`src/csr_pkg.sv`:
```
`default_nettype none
package csr_pkg;
  // Register byte offsets
  localparam logic [15:0] PWR_CTRL_OFS   = 16'h0114;
  localparam logic [15:0] BUS_CTRL_OFS   = 16'h0116;
  localparam logic [15:0] INIT_STAT_OFS  = 16'h0136;
  localparam logic [15:0] TXBID_STAT_OFS = 16'h0138;
  // Fixed register-number patterns in bits 5:0
  localparam logic [15:0] PWR_CTRL_ID    = 16'h0015;
  localparam logic [15:0] BUS_CTRL_ID    = 16'h0017;
  localparam logic [15:0] INIT_STAT_ID   = 16'h0016;
  localparam logic [15:0] TXBID_STAT_ID  = 16'h0018;
  // Stored bits and their values after reset
  localparam logic [15:0] PWR_CTRL_MASK  = 16'hf700;
  localparam logic [15:0] BUS_CTRL_MASK  = 16'hbf40;
  localparam logic [15:0] CTRL_RST_BITS  = 16'h0000;
  // Power and pin control fields
  localparam int PWR_RESET_BIT     = 6;
  localparam int PWR_SW_SUSPEND    = 8;
  localparam int PWR_SLEEP_EN      = 9;
  localparam int PWR_STANDBY_SEL   = 10;
  localparam int PWR_GP0_SEL       = 12;
  localparam int PWR_GP1_SEL       = 13;
  localparam int PWR_GP0_DRIVE     = 14;
  localparam int PWR_GP1_DRIVE     = 15;
  // Host bus control fields
  localparam int BUS_RX_DMA_RESET  = 6;
  localparam int BUS_SINGLE_XFER   = 8;
  localparam int BUS_INT_DECODE    = 9;
  localparam int BUS_MEM_MODE_EN   = 10;
  localparam int BUS_BURST_LIMIT   = 11;
  localparam int BUS_READY_DIS     = 12;
  localparam int BUS_RX_BUF_SIZE   = 13;
  localparam int BUS_INT_EN        = 15;
  // Status fields
  localparam int ST_LOW_VOLT       = 6;
  localparam int ST_INIT_DONE      = 7;
  localparam int ST_SI_BUSY        = 8;
  localparam int ST_EE_FOUND       = 9;
  localparam int ST_EE_CSUM_OK     = 10;
  localparam int ST_EXT_DECODE     = 11;
  localparam int ST_EE_SMALL       = 12;
  localparam int TB_BID_ERR        = 7;
  localparam int TB_READY_NOW      = 8;
  // Transmit length limits in bytes
  localparam logic [15:0] TX_MAX_WITH_CRC = 16'h05ea;
  localparam logic [15:0] TX_MAX_ANY      = 16'h05ee;
  localparam logic [15:0] TX_MIN_LEN      = 16'h0003;
  // Receive DMA burst timing and EEPROM strap sampling delay
  localparam int CLK_PERIOD_NS   = 50;
  localparam int BURST_MAX_NS    = 28000;
  localparam int BUS_GAP_NS      = 1300;
  localparam int BURST_CYCLES    = BURST_MAX_NS / CLK_PERIOD_NS;
  localparam int GAP_CYCLES      = (BUS_GAP_NS + CLK_PERIOD_NS - 1)
                                   / CLK_PERIOD_NS;
  localparam int STRAP_DELAY     = 3;

  typedef enum logic [1:0] {
    PWR_AWAKE,
    PWR_SOFT_SUSP,
    PWR_HW_STANDBY,
    PWR_HW_SUSPEND
  } csr_power_type;
endpackage
`default_nettype wire

```
`src/csr_chip_self_bus.sv`:
```
`timescale 1ns/1ns
`default_nettype none
module csr_chip_self_bus (
  // Clock and reset
  input  wire logic        sys_clk,
  input  wire logic        rstn,
  // Register port
  input  wire logic [15:0] reg_addr,
  input  wire logic        reg_wr,
  input  wire logic        reg_rd,
  input  wire logic [15:0] reg_wdata,
  output logic      [15:0] reg_rdata,
  input  wire logic        io_window_write,
  // EEPROM loader and status
  input  wire logic        eeprom_load_valid,
  input  wire logic        eeprom_load_bus,
  input  wire logic [15:0] eeprom_load_data,
  input  wire logic        eeprom_read_done,
  input  wire logic        eeprom_checksum_good,
  input  wire logic        eeprom_small_size,
  input  wire logic        eeprom_chip_select,
  input  wire logic        eeprom_data_in,
  input  wire logic        init_complete,
  input  wire logic        low_voltage_supply,
  input  wire logic        external_decode_present,
  // Power control
  input  wire logic        sleep_pin,
  output logic             chip_reset_req,
  output logic             suspend_reset,
  output logic             txrx_halt,
  output logic             sw_suspend_active,
  output logic             hw_standby_active,
  output logic             hw_suspend_active,
  // General purpose pins
  input  wire logic        link_indicator,
  input  wire logic        bus_activity,
  output logic             link_indicator_pin,
  output logic             bus_activity_pin,
  // ISA decode and wait states
  input  wire logic        chip_select_n,
  input  wire logic [7:0]  sa_high,
  input  wire logic [7:0]  mem_base,
  input  wire logic        io_read_cycle,
  input  wire logic        mem_read_cycle,
  input  wire logic        dma_read_cycle,
  input  wire logic        wait_request,
  output logic             memcs16_n,
  output logic             mem_mode_allowed,
  output logic             ready_out,
  output logic             ready_oe,
  // Receive DMA
  input  wire logic        dma_active,
  output logic             rx_dma_abort,
  output logic             dma_single_transfer,
  output logic             rx_buf_64k,
  output logic             dma_hold_off,
  // Interrupt
  input  wire logic        irq_event,
  output logic             irq_out,
  // Transmit bid
  input  wire logic        tx_cmd_valid,
  input  wire logic [15:0] tx_length,
  input  wire logic        crc_append_inhibit,
  input  wire logic        tx_space_avail,
  output logic             tx_accept,
  output logic             tx_refuse
);

  logic [15:0]          pwr_q;
  logic [15:0]          bus_q;
  logic                 soft_rst_q;
  logic                 bid_err_q;
  logic                 ready_now_q;
  logic                 sleep_meta_q, sleep_sync_q;
  logic                 eed_meta_q, eed_sync_q;
  logic                 cs_meta_q, cs_sync_q;
  logic [7:0]           sa_meta_q, sa_sync_q;
  logic [1:0]           strap_cnt_q;
  logic                 ee_found_q;
  csr_pkg::csr_power_type pwr_state_q;
  csr_pkg::csr_power_type pwr_state_d;
  logic [9:0]           burst_cnt_q;
  logic [4:0]           gap_cnt_q;
  logic [15:0]          rdata_d;
  logic                 wr_pwr, wr_bus, part_rst;
  logic                 too_long, too_short;

  function automatic logic hit(input logic [15:0] a, input logic [15:0] o);
    hit = (a == o);
  endfunction

  assign wr_pwr    = reg_wr && hit(reg_addr, csr_pkg::PWR_CTRL_OFS);
  assign wr_bus    = reg_wr && hit(reg_addr, csr_pkg::BUS_CTRL_OFS);
  assign part_rst  = (pwr_state_d == csr_pkg::PWR_SOFT_SUSP) &&
                     (pwr_state_q != csr_pkg::PWR_SOFT_SUSP);
  assign too_long  = (tx_length > csr_pkg::TX_MAX_ANY) ||
                     (!crc_append_inhibit &&
                      (tx_length > csr_pkg::TX_MAX_WITH_CRC));
  assign too_short = tx_length < csr_pkg::TX_MIN_LEN;

  // Pin synchronisers
  always_ff @(posedge sys_clk or negedge rstn) begin
    if (!rstn) begin
      sleep_meta_q <= 1'b1;
      sleep_sync_q <= 1'b1;
      eed_meta_q   <= 1'b0;
      eed_sync_q   <= 1'b0;
      cs_meta_q    <= 1'b1;
      cs_sync_q    <= 1'b1;
      sa_meta_q    <= 8'h00;
      sa_sync_q    <= 8'h00;
    end else begin
      sleep_meta_q <= sleep_pin;
      sleep_sync_q <= sleep_meta_q;
      eed_meta_q   <= eeprom_data_in;
      eed_sync_q   <= eed_meta_q;
      cs_meta_q    <= chip_select_n;
      cs_sync_q    <= cs_meta_q;
      sa_meta_q    <= sa_high;
      sa_sync_q    <= sa_meta_q;
    end
  end

  // Act-once chip reset request
  always_ff @(posedge sys_clk or negedge rstn) begin
    if (!rstn) begin
      soft_rst_q <= 1'b0;
    end else begin
      soft_rst_q <= wr_pwr && reg_wdata[csr_pkg::PWR_RESET_BIT];
    end
  end

  // Power and pin control; survives the suspend partial reset
  always_ff @(posedge sys_clk or negedge rstn) begin
    if (!rstn) begin
      pwr_q <= csr_pkg::CTRL_RST_BITS;
    end else if (soft_rst_q) begin
      pwr_q <= csr_pkg::CTRL_RST_BITS;
    end else if (wr_pwr) begin
      pwr_q <= reg_wdata & csr_pkg::PWR_CTRL_MASK;
    end else if (eeprom_load_valid && !eeprom_load_bus) begin
      pwr_q <= eeprom_load_data & csr_pkg::PWR_CTRL_MASK;
    end else if (io_window_write) begin
      pwr_q[csr_pkg::PWR_SW_SUSPEND] <= 1'b0;
    end
  end

  // Host bus control; cleared by the suspend partial reset
  always_ff @(posedge sys_clk or negedge rstn) begin
    if (!rstn) begin
      bus_q <= csr_pkg::CTRL_RST_BITS;
    end else if (soft_rst_q || part_rst) begin
      bus_q <= csr_pkg::CTRL_RST_BITS;
    end else if (wr_bus) begin
      bus_q <= reg_wdata & csr_pkg::BUS_CTRL_MASK;
    end else if (eeprom_load_valid && eeprom_load_bus) begin
      bus_q <= eeprom_load_data & csr_pkg::BUS_CTRL_MASK;
    end
  end

  // Low-power mode selection
  always_comb begin
    if (pwr_q[csr_pkg::PWR_SW_SUSPEND]) begin
      pwr_state_d = csr_pkg::PWR_SOFT_SUSP;
    end else if (pwr_q[csr_pkg::PWR_SLEEP_EN] && !sleep_sync_q) begin
      pwr_state_d = pwr_q[csr_pkg::PWR_STANDBY_SEL] ?
                    csr_pkg::PWR_HW_STANDBY :
                    csr_pkg::PWR_HW_SUSPEND;
    end else begin
      pwr_state_d = csr_pkg::PWR_AWAKE;
    end
  end

  always_ff @(posedge sys_clk or negedge rstn) begin
    if (!rstn) begin
      pwr_state_q       <= csr_pkg::PWR_AWAKE;
      suspend_reset     <= 1'b0;
      txrx_halt         <= 1'b0;
      sw_suspend_active <= 1'b0;
      hw_standby_active <= 1'b0;
      hw_suspend_active <= 1'b0;
    end else begin
      pwr_state_q       <= pwr_state_d;
      suspend_reset     <= part_rst;
      txrx_halt         <= pwr_state_d != csr_pkg::PWR_AWAKE;
      case (pwr_state_d)
        csr_pkg::PWR_SOFT_SUSP: begin
          sw_suspend_active <= 1'b1;
          hw_standby_active <= 1'b0;
          hw_suspend_active <= 1'b0;
        end
        csr_pkg::PWR_HW_STANDBY: begin
          sw_suspend_active <= 1'b0;
          hw_standby_active <= 1'b1;
          hw_suspend_active <= 1'b0;
        end
        csr_pkg::PWR_HW_SUSPEND: begin
          sw_suspend_active <= 1'b0;
          hw_standby_active <= 1'b0;
          hw_suspend_active <= 1'b1;
        end
        default: begin
          sw_suspend_active <= 1'b0;
          hw_standby_active <= 1'b0;
          hw_suspend_active <= 1'b0;
        end
      endcase
    end
  end

  // Reset request and general purpose pins
  always_ff @(posedge sys_clk or negedge rstn) begin
    if (!rstn) begin
      chip_reset_req     <= 1'b0;
      link_indicator_pin <= 1'b1;
      bus_activity_pin   <= 1'b1;
    end else begin
      chip_reset_req     <= soft_rst_q;
      link_indicator_pin <= pwr_q[csr_pkg::PWR_GP0_SEL] ?
                            !pwr_q[csr_pkg::PWR_GP0_DRIVE] :
                            link_indicator;
      bus_activity_pin   <= pwr_q[csr_pkg::PWR_GP1_SEL] ?
                            !pwr_q[csr_pkg::PWR_GP1_DRIVE] :
                            bus_activity;
    end
  end

  // EEPROM strap caught a few cycles after reset release
  always_ff @(posedge sys_clk or negedge rstn) begin
    if (!rstn) begin
      strap_cnt_q <= 2'h0;
      ee_found_q  <= 1'b0;
    end else if (strap_cnt_q != 2'(csr_pkg::STRAP_DELAY)) begin
      strap_cnt_q <= strap_cnt_q + 2'h1;
      if (strap_cnt_q == 2'(csr_pkg::STRAP_DELAY - 1)) begin
        ee_found_q <= eed_sync_q;
      end
    end
  end

  // ISA decode, wait states, DMA options and interrupt gate
  always_ff @(posedge sys_clk or negedge rstn) begin
    if (!rstn) begin
      memcs16_n           <= 1'b1;
      mem_mode_allowed    <= 1'b0;
      ready_out           <= 1'b0;
      ready_oe            <= 1'b0;
      rx_dma_abort        <= 1'b0;
      dma_single_transfer <= 1'b0;
      rx_buf_64k          <= 1'b0;
      irq_out             <= 1'b0;
    end else begin
      mem_mode_allowed    <= bus_q[csr_pkg::BUS_MEM_MODE_EN];
      memcs16_n           <= !(bus_q[csr_pkg::BUS_MEM_MODE_EN] &&
                               !cs_sync_q &&
                               (!bus_q[csr_pkg::BUS_INT_DECODE] ||
                                (sa_sync_q == mem_base)));
      ready_out           <= 1'b0;
      ready_oe            <= !bus_q[csr_pkg::BUS_READY_DIS] &&
                             wait_request && !dma_read_cycle &&
                             (io_read_cycle || mem_read_cycle);
      rx_dma_abort        <= wr_bus &&
                             reg_wdata[csr_pkg::BUS_RX_DMA_RESET];
      dma_single_transfer <= bus_q[csr_pkg::BUS_SINGLE_XFER];
      rx_buf_64k          <= bus_q[csr_pkg::BUS_RX_BUF_SIZE];
      irq_out             <= bus_q[csr_pkg::BUS_INT_EN] && irq_event;
    end
  end

  // Receive DMA burst limiter
  always_ff @(posedge sys_clk or negedge rstn) begin
    if (!rstn) begin
      burst_cnt_q  <= 10'h000;
      gap_cnt_q    <= 5'h00;
      dma_hold_off <= 1'b0;
    end else if (!bus_q[csr_pkg::BUS_BURST_LIMIT] || rx_dma_abort) begin
      burst_cnt_q  <= 10'h000;
      gap_cnt_q    <= 5'h00;
      dma_hold_off <= 1'b0;
    end else if (gap_cnt_q != 5'h00) begin
      gap_cnt_q    <= gap_cnt_q - 5'h01;
      dma_hold_off <= gap_cnt_q != 5'h01;
    end else if (dma_active) begin
      if (burst_cnt_q == 10'(csr_pkg::BURST_CYCLES - 1)) begin
        burst_cnt_q  <= 10'h000;
        gap_cnt_q    <= 5'(csr_pkg::GAP_CYCLES);
        dma_hold_off <= 1'b1;
      end else begin
        burst_cnt_q  <= burst_cnt_q + 10'h001;
      end
    end else begin
      burst_cnt_q <= 10'h000;
    end
  end

  // Transmit bid checks
  always_ff @(posedge sys_clk or negedge rstn) begin
    if (!rstn) begin
      bid_err_q   <= 1'b0;
      tx_accept   <= 1'b0;
      tx_refuse   <= 1'b0;
      ready_now_q <= 1'b0;
    end else begin
      tx_accept   <= tx_cmd_valid && !too_long && !too_short &&
                     (pwr_state_q == csr_pkg::PWR_AWAKE);
      tx_refuse   <= tx_cmd_valid && (too_long || too_short);
      ready_now_q <= tx_space_avail && !bid_err_q &&
                     (pwr_state_q == csr_pkg::PWR_AWAKE);
      if (soft_rst_q || part_rst) begin
        bid_err_q <= 1'b0;
      end else if (tx_cmd_valid) begin
        bid_err_q <= too_long;
      end
    end
  end

  // Register read-back
  always_comb begin
    rdata_d = 16'h0000;
    case (reg_addr)
      csr_pkg::PWR_CTRL_OFS:   rdata_d = pwr_q | csr_pkg::PWR_CTRL_ID;
      csr_pkg::BUS_CTRL_OFS:   rdata_d = bus_q | csr_pkg::BUS_CTRL_ID;
      csr_pkg::INIT_STAT_OFS: begin
        rdata_d = csr_pkg::INIT_STAT_ID;
        rdata_d[csr_pkg::ST_LOW_VOLT]   = low_voltage_supply;
        rdata_d[csr_pkg::ST_INIT_DONE]  = init_complete &&
                                          (!ee_found_q ||
                                           eeprom_read_done);
        rdata_d[csr_pkg::ST_SI_BUSY]    = eeprom_chip_select;
        rdata_d[csr_pkg::ST_EE_FOUND]   = ee_found_q;
        rdata_d[csr_pkg::ST_EE_CSUM_OK] = eeprom_checksum_good;
        rdata_d[csr_pkg::ST_EXT_DECODE] = external_decode_present;
        rdata_d[csr_pkg::ST_EE_SMALL]   = eeprom_small_size;
      end
      csr_pkg::TXBID_STAT_OFS: begin
        rdata_d = csr_pkg::TXBID_STAT_ID;
        rdata_d[csr_pkg::TB_BID_ERR]   = bid_err_q;
        rdata_d[csr_pkg::TB_READY_NOW] = ready_now_q;
      end
      default: rdata_d = 16'h0000;
    endcase
  end

  always_ff @(posedge sys_clk or negedge rstn) begin
    if (!rstn) begin
      reg_rdata <= 16'h0000;
    end else if (reg_rd) begin
      reg_rdata <= rdata_d;
    end
  end
endmodule
`default_nettype wire

```
`config.mk`:
```
export PLATFORM = sky130hd
export DESIGN_NAME = csr_chip_self_bus
export DESIGN_NICKNAME = d
export VERILOG_FILES = /design/src/csr_pkg.sv /design/src/csr_chip_self_bus.sv
export SDC_FILE = /design/constraint.sdc
export NUM_CORES = 1
export LEC_CHECK = 0
export BUFFER_PORTS_ARGS = -buffer_cell sky130_fd_sc_hd__buf_4
export CAP_MARGIN = 10
export CORE_AREA = 2 2 119 75
export CTS_BUF_LIST = sky130_fd_sc_hd__clkbuf_2
export DETAILED_ROUTE_END_ITERATION = 12
export DIE_AREA = 0 0 121 77
export PLACE_DENSITY = 0.81
export SYNTH_ARGS = -nofsm -noshare
export SYNTH_HDL_FRONTEND = slang
export SYNTH_SLANG_ARGS = --single-unit
```
`constraint.sdc`:
```
create_clock -name sys_clk -period 2.5 [get_ports sys_clk]
set_input_delay 0.75 -clock sys_clk [delete_from_list [all_inputs] [get_ports sys_clk]]
set_output_delay 0.75 -clock sys_clk [all_outputs]
set_load 0.02 [all_outputs]
```
* Word-level counts from Yosys, hierarchy flattened
Index checks and enable logic that the tools add are counted.
** Cells by class
- Multiply operators :: 0
- Add/sub/neg operators :: 3
- Bitwise operators :: 0
- Div/mod/pow operators :: 0
- Equal/unequal tests :: 14
- $lt $le $gt $ge :: 3
- Shift-type cells :: 0
- Reduce and logical (&&, ||, !) cells :: 55
- Multiplexer cells :: 32
** Operators with widths (count)
- $mux 16 :: 5
- $eq 16x9->1 const B :: 4
- $pmux 16 s4 :: 1
- $mux 10 :: 4
- $gt 16x11->1 const B :: 2
- $logic_and 1x1->1 :: 22
- $mux 5 :: 4
- $lt 16x2->1 const B :: 1
- $logic_not 1->1 :: 15
- $mux 1 :: 14
- $reduce_bool 3->1 :: 4
- $add 10x1->10 const B :: 1
- $eq 10x10->1 const B :: 1
- $eq 8x8->1 :: 1
- $mux 8 :: 1
- $logic_or 1x1->1 :: 7
- $mux 7 :: 1
- $eq 2x2->1 const B :: 3
- $ne 5x1->1 const B :: 1
- $reduce_bool 5->1 :: 1
- $sub 5x1->5 const B :: 1
- $mux 2 :: 2
- $ne 2x2->1 const B :: 2
- $reduce_and 2->1 :: 2
- other kinds (6) :: 7
** Word-level totals
- Bits in writable memories :: 0
- Logic and storage cells :: 145
- Register bits :: 111
- Bits of input ports :: 108
- Memories kept :: 0
- Bits in read-only memories :: 0
- Bits in latches :: 0

* Depth between registers and ports, before layout
Gate-level depths: netlist of the first run.
- Depth in word-level cells :: 8
- Mapped depth :: 7
- Depth with buffers taken out :: 6

* Worst setup path before layout of the first run
OpenSTA, ideal clock, no wires.
- Path type :: input -> register
- Start point :: input reg_addr[7]
- End point :: register bus_q[15]
- Data required time :: 2.413 ns
- Data arrival time :: 2.582 ns
- Setup slack :: -0.169 ns
- Stages :: 7
- Cells stage by stage :: or4_1 -> buf_2 -> or4_4 -> buf_6 -> or2_0 -> buf_6 -> a211oi_2
** On the way
- Cells in the longest elaborated chain, start to end :: 4
- Elaborated cells between the ends (all ways) :: 5
** RTL lines
- from (decl) :: line csr_chip_self_bus.sv:8 : input wire logic [15:0] reg_addr,
- $eq 16x9->1 * :: line csr_chip_self_bus.sv:89 : hit = (a == o);
- $logic_and 1x1->1 * :: line csr_chip_self_bus.sv:93 : assign wr_bus = reg_wr && hit(reg_addr, csr_pkg::BUS_CTRL_OFS);
- $mux 16 :: line csr_chip_self_bus.sv:154 : end else if (wr_bus) begin
- $mux 16 :: line csr_chip_self_bus.sv:152 : end else if (soft_rst_q || part_rst) begin
- to (signal assigned) :: line csr_chip_self_bus.sv:151 : bus_q <= csr_pkg::CTRL_RST_BITS;
- to (signal assigned) :: line csr_chip_self_bus.sv:153 : bus_q <= csr_pkg::CTRL_RST_BITS;
- to (signal assigned) :: line csr_chip_self_bus.sv:155 : bus_q <= reg_wdata & csr_pkg::BUS_CTRL_MASK;
- to (decl) :: line csr_chip_self_bus.sv:70 : logic [15:0] bus_q;
Mark *: on every way between the ends. The rest lies on a longest branch, timed or not.
A chain may end at the register's enable or synchronous reset.

* Final worst setup path of the first run
- Start point :: register gap_cnt_q[0]
- End point :: register gap_cnt_q[1]
** On the way
- Cells in the longest elaborated chain, start to end :: 3
- Elaborated cells between the ends (all ways) :: 7
** RTL lines
- from (decl) :: line csr_chip_self_bus.sv:83 : logic [4:0] gap_cnt_q;
- from (signal assigned) :: line csr_chip_self_bus.sv:281 : gap_cnt_q <= gap_cnt_q - 5'h01;
- from (signal assigned) :: line csr_chip_self_bus.sv:286 : gap_cnt_q <= 5'(csr_pkg::GAP_CYCLES);
- $sub 5x1->5 / $reduce_bool 5->1 (equally long branches) :: line csr_chip_self_bus.sv:281, csr_chip_self_bus.sv:280
- $mux 5 / $reduce_bool 3->1 (equally long branches)
- $mux 5 / $reduce_and 2->1 (equally long branches)
Several ways; a longest one is shown, not always the timed one.

==> results of run 1 <==
## kinds of logic after synthesis
kind of cell,synth area share [%]
buf+inv,4.38
compound gates,11.7
other cells,0.0899
flops,56.0
mux,8.61
fa+ha+maj,1.50
xor+xnor,2.10
simple gates,15.6
## metal layers
layer | wire length [um] | GRT usage [%] | vias up | share of wire (%)
li1 | - | - | 1593 | -
met1 | 4980 | 34.8 | 1708 | 46
met2 | 5110 | 38.9 | 113 | 47
met3 | 692 | 7.74 | 10 | 6.4
met4 | 99 | 5.81 | 0 | 0.91
met5 | 0 | 0 | - | 0
## metrics by stage
| step | std cells | setup WS (ns) | TNS [ns] | hold WS, ns | power (mW) |
|---|---|---|---|---|---|
| floorplan | 360 | -0.120 | -1.82 | 0.331 | 2.19 |
| CTS | 613 | 0.219 | 0 | 0.114 | 3.20 |
| global route | 613 | 0.0940 | 0 | 0.107 | 3.36 |
| finish | 613 | 0.214 | 0 | 0.128 | 3.19 |
| detailed placement | 597 | -0.177 | -1.93 | 0.335 | 2.54 |
| global placement | 597 | -0.151 | -1.75 | 0.331 | 2.50 |
## cells in the final DEF (no fill, tap or decap), types with 7 or more instances in the layout
cell type    n
a21oi_1      7
a31oi_1      8
dfstp_2      7
a211oi_2    14
nor3_1       7
nand3_1      9
buf_4      144
mux2i_1     19
dfrtp_1     86
mux2_2      15
clkbuf_2    10
inv_1       20
xnor2_1     10
nand2_1     10
nor4_1       9
nor3_2      10
o21ai_0     14
nand2b_1    10
nor2_1       9
## final cells by class
| type | count | share of cell area [%] |
|---|---|---|
| multi-input combinational | 227 | 32.1 |
| timing repair buffer | 145 | 20.0 |
| clock inverter | 6 | 0.839 |
| inverter | 20 | 1.36 |
| sequential | 93 | 42.3 |
| clock buffer | 10 | 0.907 |
| tap | 112 | 2.54 |
## power by group
group | switching [mW] | leakage (nW) | internal (mW) | total [mW]
registers | 0.135 | 1.17 | 1.65 | 1.78
logic | 0.367 | 1.37 | 0.371 | 0.738
clock network | 0.525 | 0.0589 | 0.142 | 0.666
## how the worst max path moves through the flow
stage                             startpoint                       end  slack, ns  cells past startpoint
floorplan                        reg_addr[7]     pwr_q[10]$_DFFE_PN0P_      -0.12                      7
global placement                reg_addr[12]     pwr_q[13]$_DFFE_PN0P_      -0.15                      5
detailed placement              reg_addr[12]      bus_q[9]$_DFFE_PN0P_      -0.18                      6
CTS                 gap_cnt_q[1]$_DFFE_PN0P_  gap_cnt_q[1]$_DFFE_PN0P_       0.22                      6
global route        gap_cnt_q[0]$_DFFE_PN0P_  gap_cnt_q[1]$_DFFE_PN0P_       0.09                      6
finish              gap_cnt_q[0]$_DFFE_PN0P_  gap_cnt_q[1]$_DFFE_PN0P_       0.21                      6
## critical path, delay by kind of cell, from the launching register on
| family | cells | cell delay (ns) |
|---|---|---|
| compound gates | 1 | 0.23 |
| fa+ha+maj | 1 | 0.24 |
| simple gates | 1 | 0.65 |
| buf+inv | 2 | 0.28 |
| mux | 1 | 0.34 |
| flops | 1 | 0.47 |
## flip-flops by register name, summed over array words and instances (netlist names), 2 cells and up
register	cells
bus_q	8
burst_cnt_q	10
pwr_state_q	2
pwr_q	7
sa_sync_q	8
sa_meta_q	8
gap_cnt_q	5
reg_rdata	15
strap_cnt_q	2
==> summary.txt, run 1 <==
Critical path
  • Worst r2r dst: gap_cnt_q[1]$_DFFE_PN0P_
  • CP required: 3.00 ns
  • CP Cell Sequence: inv_1 > ha_1 > or4b_2 > a211oi_1 > buf_4 > mux2_2
  • CP Max Fanout: 5
  • Delay of the slowest critical-path stage: 0.65 ns
  • CP Capture Type: flip-flop
  • CP max-delay cell: or4b_2
  • Startpoint Class: flip-flop
  • R2R depth: 6
  • R2r setup slk: 0.21 ns
  • Critical path type: flip-flop to flip-flop
  • R2R Path Start: gap_cnt_q[0]$_DFFE_PN0P_
  • Arrival time at the worst endpoint: between 2 and 3 ns

Worst hold path
  • Hold Path Class: primary input to asynchronous set/reset pin

CTS
  • Post-CTS Hold Fix Bufs: 0
  • CTS HTree Levels: 3
  • CTS Sinks: 93
  • Root buffer cell: clkbuf_2
  • Clk buf depth: 2
  • TritonCTS clock tree: yes
  • Post-CTS sizing: 0
  • Num CTS Buffers: 9
  • Setup bufs post-CTS: 0
  • Clock-pin slew on the worst setup and hold paths: 0.26 ns
  • Clock insertion delay at the later pin of the skew report: 0.58 ns

Final layout
  • Finished Core Util: 67.1%
  • Fill cells: 637
  • Antenna cells: 0
  • FF+latch area: around 2300 um^2
  • Area delta synth->final: 32.3%
  • Multi-input gate area: 1770 um^2
  • Layout cells sized above 1: 42.9%
  • Cell area after layout: 5520 um^2
  • Nets@finish: between 600 and 700

Power
  • VDD IR max: 0.445 mV
  • Power density cells: 577 nW/um^2
  • Leak: about 2.6 nW

Synth
  • Post-Syn Area: 4170 um^2
  • Post-synthesis cell type count: 59
  • Most numerous cell in the Yosys netlist: dfrtp_1
  • Yosys warning total: 0
  • Syn Inst Count: 359
  • Avg Cell Area, Syn: roughly 12 um^2
  • Yosys reg bits: 93
  • Post-synth EDFFs: 0
  • Synth Flop Type: dfrtp_1
  • Fraction of registers with async set/reset: 100%
  • Top-area cell type share of the netlist area: 51.6%
  • Top post-synthesis cells by area: dfrtp_1 52%, mux2i_1 4.6%, dfstp_2 4.4%
  • Seq/Total Area, Yosys: 56.0%
  • Synth top cells by count: 86 x dfrtp_1, 20 x inv_1, 19 x mux2i_1
  • Area leader, netlist: dfrtp_1

STA
  • Min cycle time layout: 2.29 ns
  • Clock Skew: 0.0370 ns
  • Max Transition Viols Final: 0
  • Final setup fails: 0
  • FMAX: ~440 MHz
  • Part of the cycle the worst path needs: 91.5%
  • Final Hold Fails: 0
  • Actual slew at the worst max-slew pin: 0.560 ns
  • RSZ-0062 raised after global routing: no
  • Slew Limit Headroom: a little over three fifths

Detailed routing
  • Remaining antenna violation count after routing: 0
  • Drt drc: 0
  • Routed len/inst: between 15 and 20 um
  • WL final: around 11 mm
  • Drt first-iter violations: between 200 and 250
  • Via count: 3424
  • Drt pass-1 iters: 4
  • Via/cell ratio: 5.59

Floorplanning
  • DIE AREA: 9320 um^2
  • Die width: about 120 um
  • Starting Density: 50.7%
  • Row Count: 26
  • Core ar.: between 8000 and 9000 um^2
  • Die Height: just under 80 um
  • IO Pins: 143

Placed design
  • GP Congestion: 0.860
  • DP Area: between 5000 and 6000 um^2
  • # port buffers: 126
  • HPWL Detailed: about 8.5 mm

Global route
  • First-pass GRT wire length: 17.9 mm
  • Largest net degree at the start of global routing: 45
  • Gr usage total: 25.1%
  • Vias in the first global route: 3501
  • Initial antenna violation count: 0
  • Overflow left after global routing: 0

Job
  • Max Cap Violations: 0

Status
  • Status: complete, no violations
No activity file was read; power rests on OpenSTA's default activity.
==> run 2: changes to the inputs <==
ABC_AREA = 1   (was default)
CORE_AREA = 2 2 122 76   (was 2 2 119 75)
DIE_AREA = 0 0 124 78   (was 0 0 121 77)
==> summary.txt, run 2 <==
Status
  • Status: complete, no violations

Detailed routing
  • Drt drc: 0 (unchanged)
  • Remaining antenna violation count after routing: 0 (unchanged)
  • Via count: 3821 (+12%)
  • WL final: 10.2 mm (-6.0%)
  • Via/cell ratio: 5.04 (-9.8%)
  • Drt first-iter violations: 232 (-0.43%)
  • Drt pass-1 iters: 5 (+1)
  • Routed len/inst: 13.5 um (-24%)

Power
  • VDD IR max: 0.250 mV (-44%)
  • Power density cells: 555 nW/um^2 (-3.8%)
  • Leak: 3.01 nW (+16%)

STA
  • Final Hold Fails: 0 (unchanged)
  • Post-route setup TNS: 0 ns (unchanged)
  • Clock Skew: 0.0320 ns (-0.00492 ns)
  • Part of the cycle the worst path needs: 80.0% (-12 points)
  • Final setup fails: 0 (unchanged)
  • RSZ-0062 raised after global routing: no
  • Max Transition Viols Final: 0 (unchanged)
  • Actual slew at the worst max-slew pin: 0.678 ns (+0.119 ns)
  • Min cycle time layout: 2.00 ns (-0.288 ns)
  • FMAX: 500 MHz (+14%)
  • Post-route setup slack: 0.501 ns (+0.288 ns)
  • Slew Limit Headroom: 54.8% (-7.9 points)

Critical path
  • Arrival time at the worst endpoint: 1.25 ns (-1.54 ns)
  • Startpoint Class: flip-flop
  • CP bufs+invs: 1 (-1)
  • CP required: 1.75 ns (-1.25 ns)
  • CP delay by family, top: flip-flops
  • Critical path type: flip-flop to primary output
  • Delay of the slowest critical-path stage: 0.57 ns (-0.08 ns)
  • CP Capture Type: primary output
  • CP max-delay cell: dfstp_2
  • CP Cell Sequence: buf_4
  • CP Max Fanout: 1 (-4)

Placed design
  • HPWL Detailed: 8.09 mm (-4.8%)
  • GP Congestion: 0.882 (+2.5%)
  • # port buffers: 126 (unchanged)
  • Dpl cells: 741 (+24%)
  • Place WS: 0.263 ns (+0.440 ns)

Global route
  • First-pass GRT wire length: 17.2 mm (-4.0%)
  • Met3 GRT Util: 7.28% (-0.46 points)
  • Largest net degree at the start of global routing: 34 (-24%)
  • GR met1 Demand/Resource: 31.6% (-3.2 points)
  • Gr usage total: 23.1% (-2.0 points)
  • Vias in the first global route: 3764 (+7.5%)
  • Top Usage Layer GRT: met2
  • Met2 usage in global routing: 35.1% (-3.9 points)
  • Overflow left after global routing: 0 (unchanged)
  • Initial antenna violation count: 0 (unchanged)

Floorplanning
  • Core ar.: 8460 um^2 (+2.8%)
  • Row Count: 26 (unchanged)
  • DIE AREA: 9670 um^2 (+3.8%)
  • Die width: 124 um (+2.5%)
  • Starting Density: 51.6% (+0.91 points)
  • Die Height: 78 um (+1.3%)
  • IO Pins: 143 (unchanged)

Synth
  • Post-synth EDFFs: 0 (unchanged)
  • Top post-synthesis cells by area: dfrtp_1 49%, nand2_1 13%, nand3_1 5.3%
  • Fraction of registers with async set/reset: 100% (unchanged)
  • Syn Inst Count: 509 (+42%)
  • Yosys warning total: 0 (unchanged)
  • Synth Flop Type: dfrtp_1
  • Most numerous cell in the Yosys netlist: nand2_1
  • Seq/Total Area, Yosys: 53.5% (-2.5 points)
  • Top-area cell type share of the netlist area: 49.3% (-2.3 points)
  • Area leader, netlist: dfrtp_1
  • Post-Syn Area: 4360 um^2 (+4.6%)
  • Avg Cell Area, Syn: 8.57 um^2 (-26%)
  • Post-synthesis cell type count: 36 (-39%)
  • Synth top cells by count: 155 x nand2_1, 86 x dfrtp_1, 59 x inv_1
  • Yosys reg bits: 93 (unchanged)

Final layout
  • Antenna cells: 0 (unchanged)
  • Nets@finish: 754 (+24%)
  • Finished Layout Cells: 758 (+24%)
  • Finished Core Util: 65.6% (-1.5 points)
  • Area delta synth->final: 27.1%
  • Fill cells: 731 (+15%)
  • Largest regs: reg_rdata (15), burst_cnt_q (10)
  • Layout cells sized above 1: 26.9% (-16 points)
  • Most common cell after layout, fill and taps aside: nand2_1
  • Most frequent cells in the layout: 155 x nand2_1, 131 x buf_4, 86 x dfrtp_1, 59 x inv_1, 46 x nand3_1
  • Biggest register: reg_rdata
  • Max reg flops: 15 (unchanged)

Worst hold path
  • Hold Path Class: primary input to flip-flop

CTS
  • Num CTS Buffers: 9 (unchanged)
  • Root buffer cell: clkbuf_2
  • Clock-pin slew on the worst setup and hold paths: 0.23 ns (-0.03 ns)
  • CTS Sinks: 93 (unchanged)
  • Post-CTS sizing: 0 (unchanged)
  • CTS HTree Levels: 3 (unchanged)
  • TritonCTS clock tree: yes
  • Clk buf depth: 2 (unchanged)
  • Clock insertion delay at the later pin of the skew report: 0.57 ns (about the same)

Job
  • Max Cap Violations: 0 (unchanged)
==> run 2: cell count changes after synthesis, moves of 9 or more <==
| cell | previous run | this run |
|---|---|---|
| nor3_1 | 17 | 6 |
| clkbuf_1 | 11 | 2 |
| nand2_1 | 10 | 155 |
| o21ai_1 | 0 | 11 |
| mux2_2 | 15 | 0 |
| mux2i_1 | 19 | 0 |
| nand3_1 | 9 | 46 |
| a211oi_1 | 15 | 1 |
| nand2b_1 | 10 | 0 |
| inv_1 | 20 | 59 |
| nor2_1 | 9 | 44 |
==> run 2: routing by layer <==
metal	vias up	part of all wire [%]
li1	1870	-
met1	1767	45
met2	163	45
met3	21	8.5
met4	0	1.8
met5	-	0
==> run 2: logic make-up (layout without fill, tap and decap cells) <==
group | after synthesis | in the layout | share of synthesized area [%]
simple gates | 277 | 277 | 28.4
flops | 93 | 93 | 53.5
buf+inv | 73 | 209 | 7.22
compound gates | 46 | 46 | 6.51
xor+xnor | 14 | 14 | 2.81
fa+ha+maj | 5 | 5 | 1.43
other cells | 1 | 2 | 0.0859
==> run 2: power breakdown <==
part	internal [mW]	switching (mW)	leakage, nW
Combinational	0.271	0.352	1.75
Sequential	1.63	0.0930	1.18
Clock	0.235	0.498	0.0699
Total	2.14	0.942	3.01
==> run 2: worst paths after layout <==
kind / from / to / slack (ns) / cells past startpoint
worst max-delay path: link_indicator_pin$_DFF_PN1_ / link_indicator_pin / 0.50 / 1
worst min-delay path: sleep_pin / sleep_meta_q$_DFF_PN1_ / 0.27 / 1
worst max register to register: gap_cnt_q[0]$_DFFE_PN0P_ / burst_cnt_q[5]$_DFFE_PN0P_ / 0.71 / 8
worst min register to register: sa_meta_q[0]$_DFF_PN0_ / sa_sync_q[0]$_DFF_PN0_ / 0.36 / 0
max in group asynchronous: rstn / bus_activity_pin$_DFF_PN1_ / 1.24 / 3
min in group asynchronous: rstn / mem_mode_allowed$_DFF_PN0_ / 0.58 / 2
==> run 2: per-stage QoR <==
step	hold slack (ns)	total power [mW]	area [um^2]
6_report	0.269	3.08	5550
3_5_place_dp	0.338	2.37	5420
5_1_grt	0.162	3.29	5550
4_1_cts	0.00304	3.11	5540
3_3_place_gp	0.332	2.34	5420
2_1_floorplan	0.331	2.07	4370
==> run 2: repair_timing <==
item | 4_1_cts | 5_1_grt
endpoints found under the setup margin | 0 | 0
hold buffers | 0 | 1
hold endpoints to repair | 0 | 20
buffers inserted | 0 | 0
==> run 2: layout make-up <==
cell class              instances  area, um^2  area share (%)
flip-flops and latches         93        2340            42.1
clock buffers                  10        50.0           0.903
multi-input cells             344        1720            31.0
inverters                      60         225            4.06
clock inverters                 6        63.8            1.15
well taps                     112         140            2.53
repair buffers                133        1010            18.3
==> run 3: changes to the inputs <==
clock period = 1.9 ns   (was 2.5 ns; I/O delays follow)
==> summary.txt, run 3 (same netlist as run 2, synthesis figures left out) <==
Final layout
  • Most frequent cells in the layout: 154 x nand2_1, 135 x buf_4, 86 x dfrtp_1, 59 x inv_1, 46 x nand3_1
  • Finished Layout Cells: 764 (+0.79%)
  • Fill cells: 713 (-2.5%)
  • Most common cell after layout, fill and taps aside: nand2_1
  • Max reg flops: 15 (unchanged)
  • FF+latch area: 2340 um^2 (unchanged)
  • Biggest register: reg_rdata
  • Layout cells sized above 1: 27.6% (+0.67 points)
  • Area delta synth->final: 27.9%
  • Antenna cells: 0 (unchanged)
  • Multi-input gate area: 1720 um^2 (+0.15%)
  • Largest regs: reg_rdata (15), burst_cnt_q (10)
  • Nets@finish: 760 (+0.80%)
  • Finished Core Util: 66.0% (+0.44 points)
  • Cell area after layout: 5580 um^2 (+0.68%)

Critical path
  • Startpoint Class: flip-flop
  • CP Max Fanout: 1 (unchanged)
  • Delay of the slowest critical-path stage: 0.59 ns (+0.02 ns)
  • Critical path type: flip-flop to primary output
  • CP Cell Sequence: buf_6
  • CP required: 1.33 ns (-0.42 ns)
  • CP max-delay cell: dfstp_2
  • Arrival time at the worst endpoint: 1.26 ns (about the same)
  • CP Capture Type: primary output
  • CP bufs+invs: 1 (unchanged)
  • CP delay by family, top: flip-flops

Floorplanning
  • Row Count: 26 (unchanged)
  • Core ar.: 8460 um^2 (unchanged)
  • Starting Density: 51.6% (unchanged)
  • IO Pins: 143 (unchanged)
  • Die Height: 78 um (unchanged)
  • DIE AREA: 9670 um^2 (unchanged)
  • Die width: 124 um (unchanged)

CTS
  • TritonCTS clock tree: yes
  • Setup bufs post-CTS: 0 (unchanged)
  • Clock-pin slew on the worst setup and hold paths: 0.27 ns (+0.04 ns)
  • CTS HTree Levels: 3 (unchanged)
  • CTS Sinks: 93 (unchanged)
  • Num CTS Buffers: 9 (unchanged)
  • Clock insertion delay at the later pin of the skew report: 0.56 ns (about the same)
  • Clk buf depth: 2 (unchanged)
  • Root buffer cell: clkbuf_2

Placed design
  • DP Area: 5480 um^2 (+1.1%)
  • GP Congestion: 0.893 (+1.2%)
  • Dpl cells: 747 (+0.81%)
  • Place WS: 0.0541 ns (-0.209 ns)
  • HPWL Detailed: 8.23 mm (+1.8%)
  • # port buffers: 126 (unchanged)

Global route
  • Largest net degree at the start of global routing: 61 (+79%)
  • Met3 GRT Util: 6.25% (-1.0 points)
  • Initial antenna violation count: 0 (unchanged)
  • Overflow left after global routing: 0 (unchanged)
  • GR met1 Demand/Resource: 32.3% (+0.65 points)
  • Top Usage Layer GRT: met2
  • Gr usage total: 23.0% (-0.076 points)
  • Vias in the first global route: 3698 (-1.8%)
  • First-pass GRT wire length: 17.2 mm (unchanged)
  • Met2 usage in global routing: 35.9% (+0.82 points)

STA
  • FMAX: 547 MHz
  • Post-route setup TNS: 0 ns (unchanged)
  • Clock Skew: 0.0343 ns (+0.00224 ns)
  • Min cycle time layout: approximately 1.8 ns
  • Smallest hold slack: 0.106 ns (-0.163 ns)
  • Actual slew at the worst max-slew pin: 0.600 ns (-0.0783 ns)
  • Part of the cycle the worst path needs: 96.3%
  • Max Transition Viols Final: 0 (unchanged)
  • Final Hold Fails: 0 (unchanged)
  • Post-route setup slack: 0.0704 ns (-0.431 ns)
  • Final setup fails: 0 (unchanged)
  • Slew Limit Headroom: 60.0% (+5.2 points)
  • RSZ-0062 raised after global routing: yes

Detailed routing
  • Via/cell ratio: 4.95 (-1.8%)
  • Via count: 3781 (-1.0%)
  • Remaining antenna violation count after routing: 0 (unchanged)
  • Drt drc: 0 (unchanged)
  • Drt first-iter violations: 243 (+4.7%)
  • WL final: 10.4 mm (+1.4%)
  • Drt pass-1 iters: 5 (unchanged)
  • Routed len/inst: 13.6 um (+0.56%)

Power
  • VDD IR max: 0.303 mV (+21%)
  • Power density cells: 703 nW/um^2 (+27%)
  • Tot Pwr: 3.92 mW (+27%)
  • Leak: 3.03 nW (+0.74%)

Status
  • Status: complete, no violations

Worst hold path
  • Hold Path Class: primary input to flip-flop

Job
  • Max Cap Violations: 0 (unchanged)
-- run 3: cell count changes in the layout (fill, tap and decap cells not counted), sizes merged --
cell    change
buf         +6
bufinv      -1
clkinv      +1
-- run 3: routing by layer --
| layer | share of wire (%) | wire [um] | vias up |
|---|---|---|---|
| met5 | 0 | 0 | - |
| met4 | 0.73 | 76 | 0 |
| met3 | 7.0 | 723 | 9 |
| met2 | 47 | 4860 | 133 |
| met1 | 45 | 4710 | 1757 |
| li1 | - | - | 1882 |
-- run 3: final timing paths --
path / start / end / slack [ns] / depth (start not counted)
min: sleep_pin / sleep_meta_q$_DFF_PN1_ / 0.11 / 1
min reg2reg: cs_meta_q$_DFF_PN1_ / cs_sync_q$_DFF_PN1_ / 0.33 / 0
max in group asynchronous: rstn / link_indicator_pin$_DFF_PN1_ / 0.96 / 3
max: memcs16_n$_DFF_PN1_ / memcs16_n / 0.07 / 1
min in group asynchronous: rstn / gap_cnt_q[3]$_DFFE_PN0P_ / 0.49 / 3
max reg2reg: gap_cnt_q[0]$_DFFE_PN0P_ / burst_cnt_q[9]$_DFFE_PN0P_ / 0.18 / 8
-- run 3: power by group --
part | leakage (nW) | total, mW | switching [mW] | internal (mW)
sequential | 1.18 | 2.26 | 0.115 | 2.15
clock | 0.0574 | 0.835 | 0.661 | 0.174
combinational | 1.79 | 0.828 | 0.467 | 0.360
-- run 3: area by class of cell --
type                    count  share of cell area (%)
multi-input cells         344                    30.8
repair buffers            139                    19.3
clock buffers              10                   0.896
clock inverters             6                   0.672
inverters                  60                    4.03
well taps                 112                    2.51
flip-flops and latches     93                    41.8
-- run 3: repair_timing --
item	CTS	global route
endpoints found under the hold margin	56	0
endpoints found under the setup margin	0	3
hold buffers	1	0
resized for setup	0	2
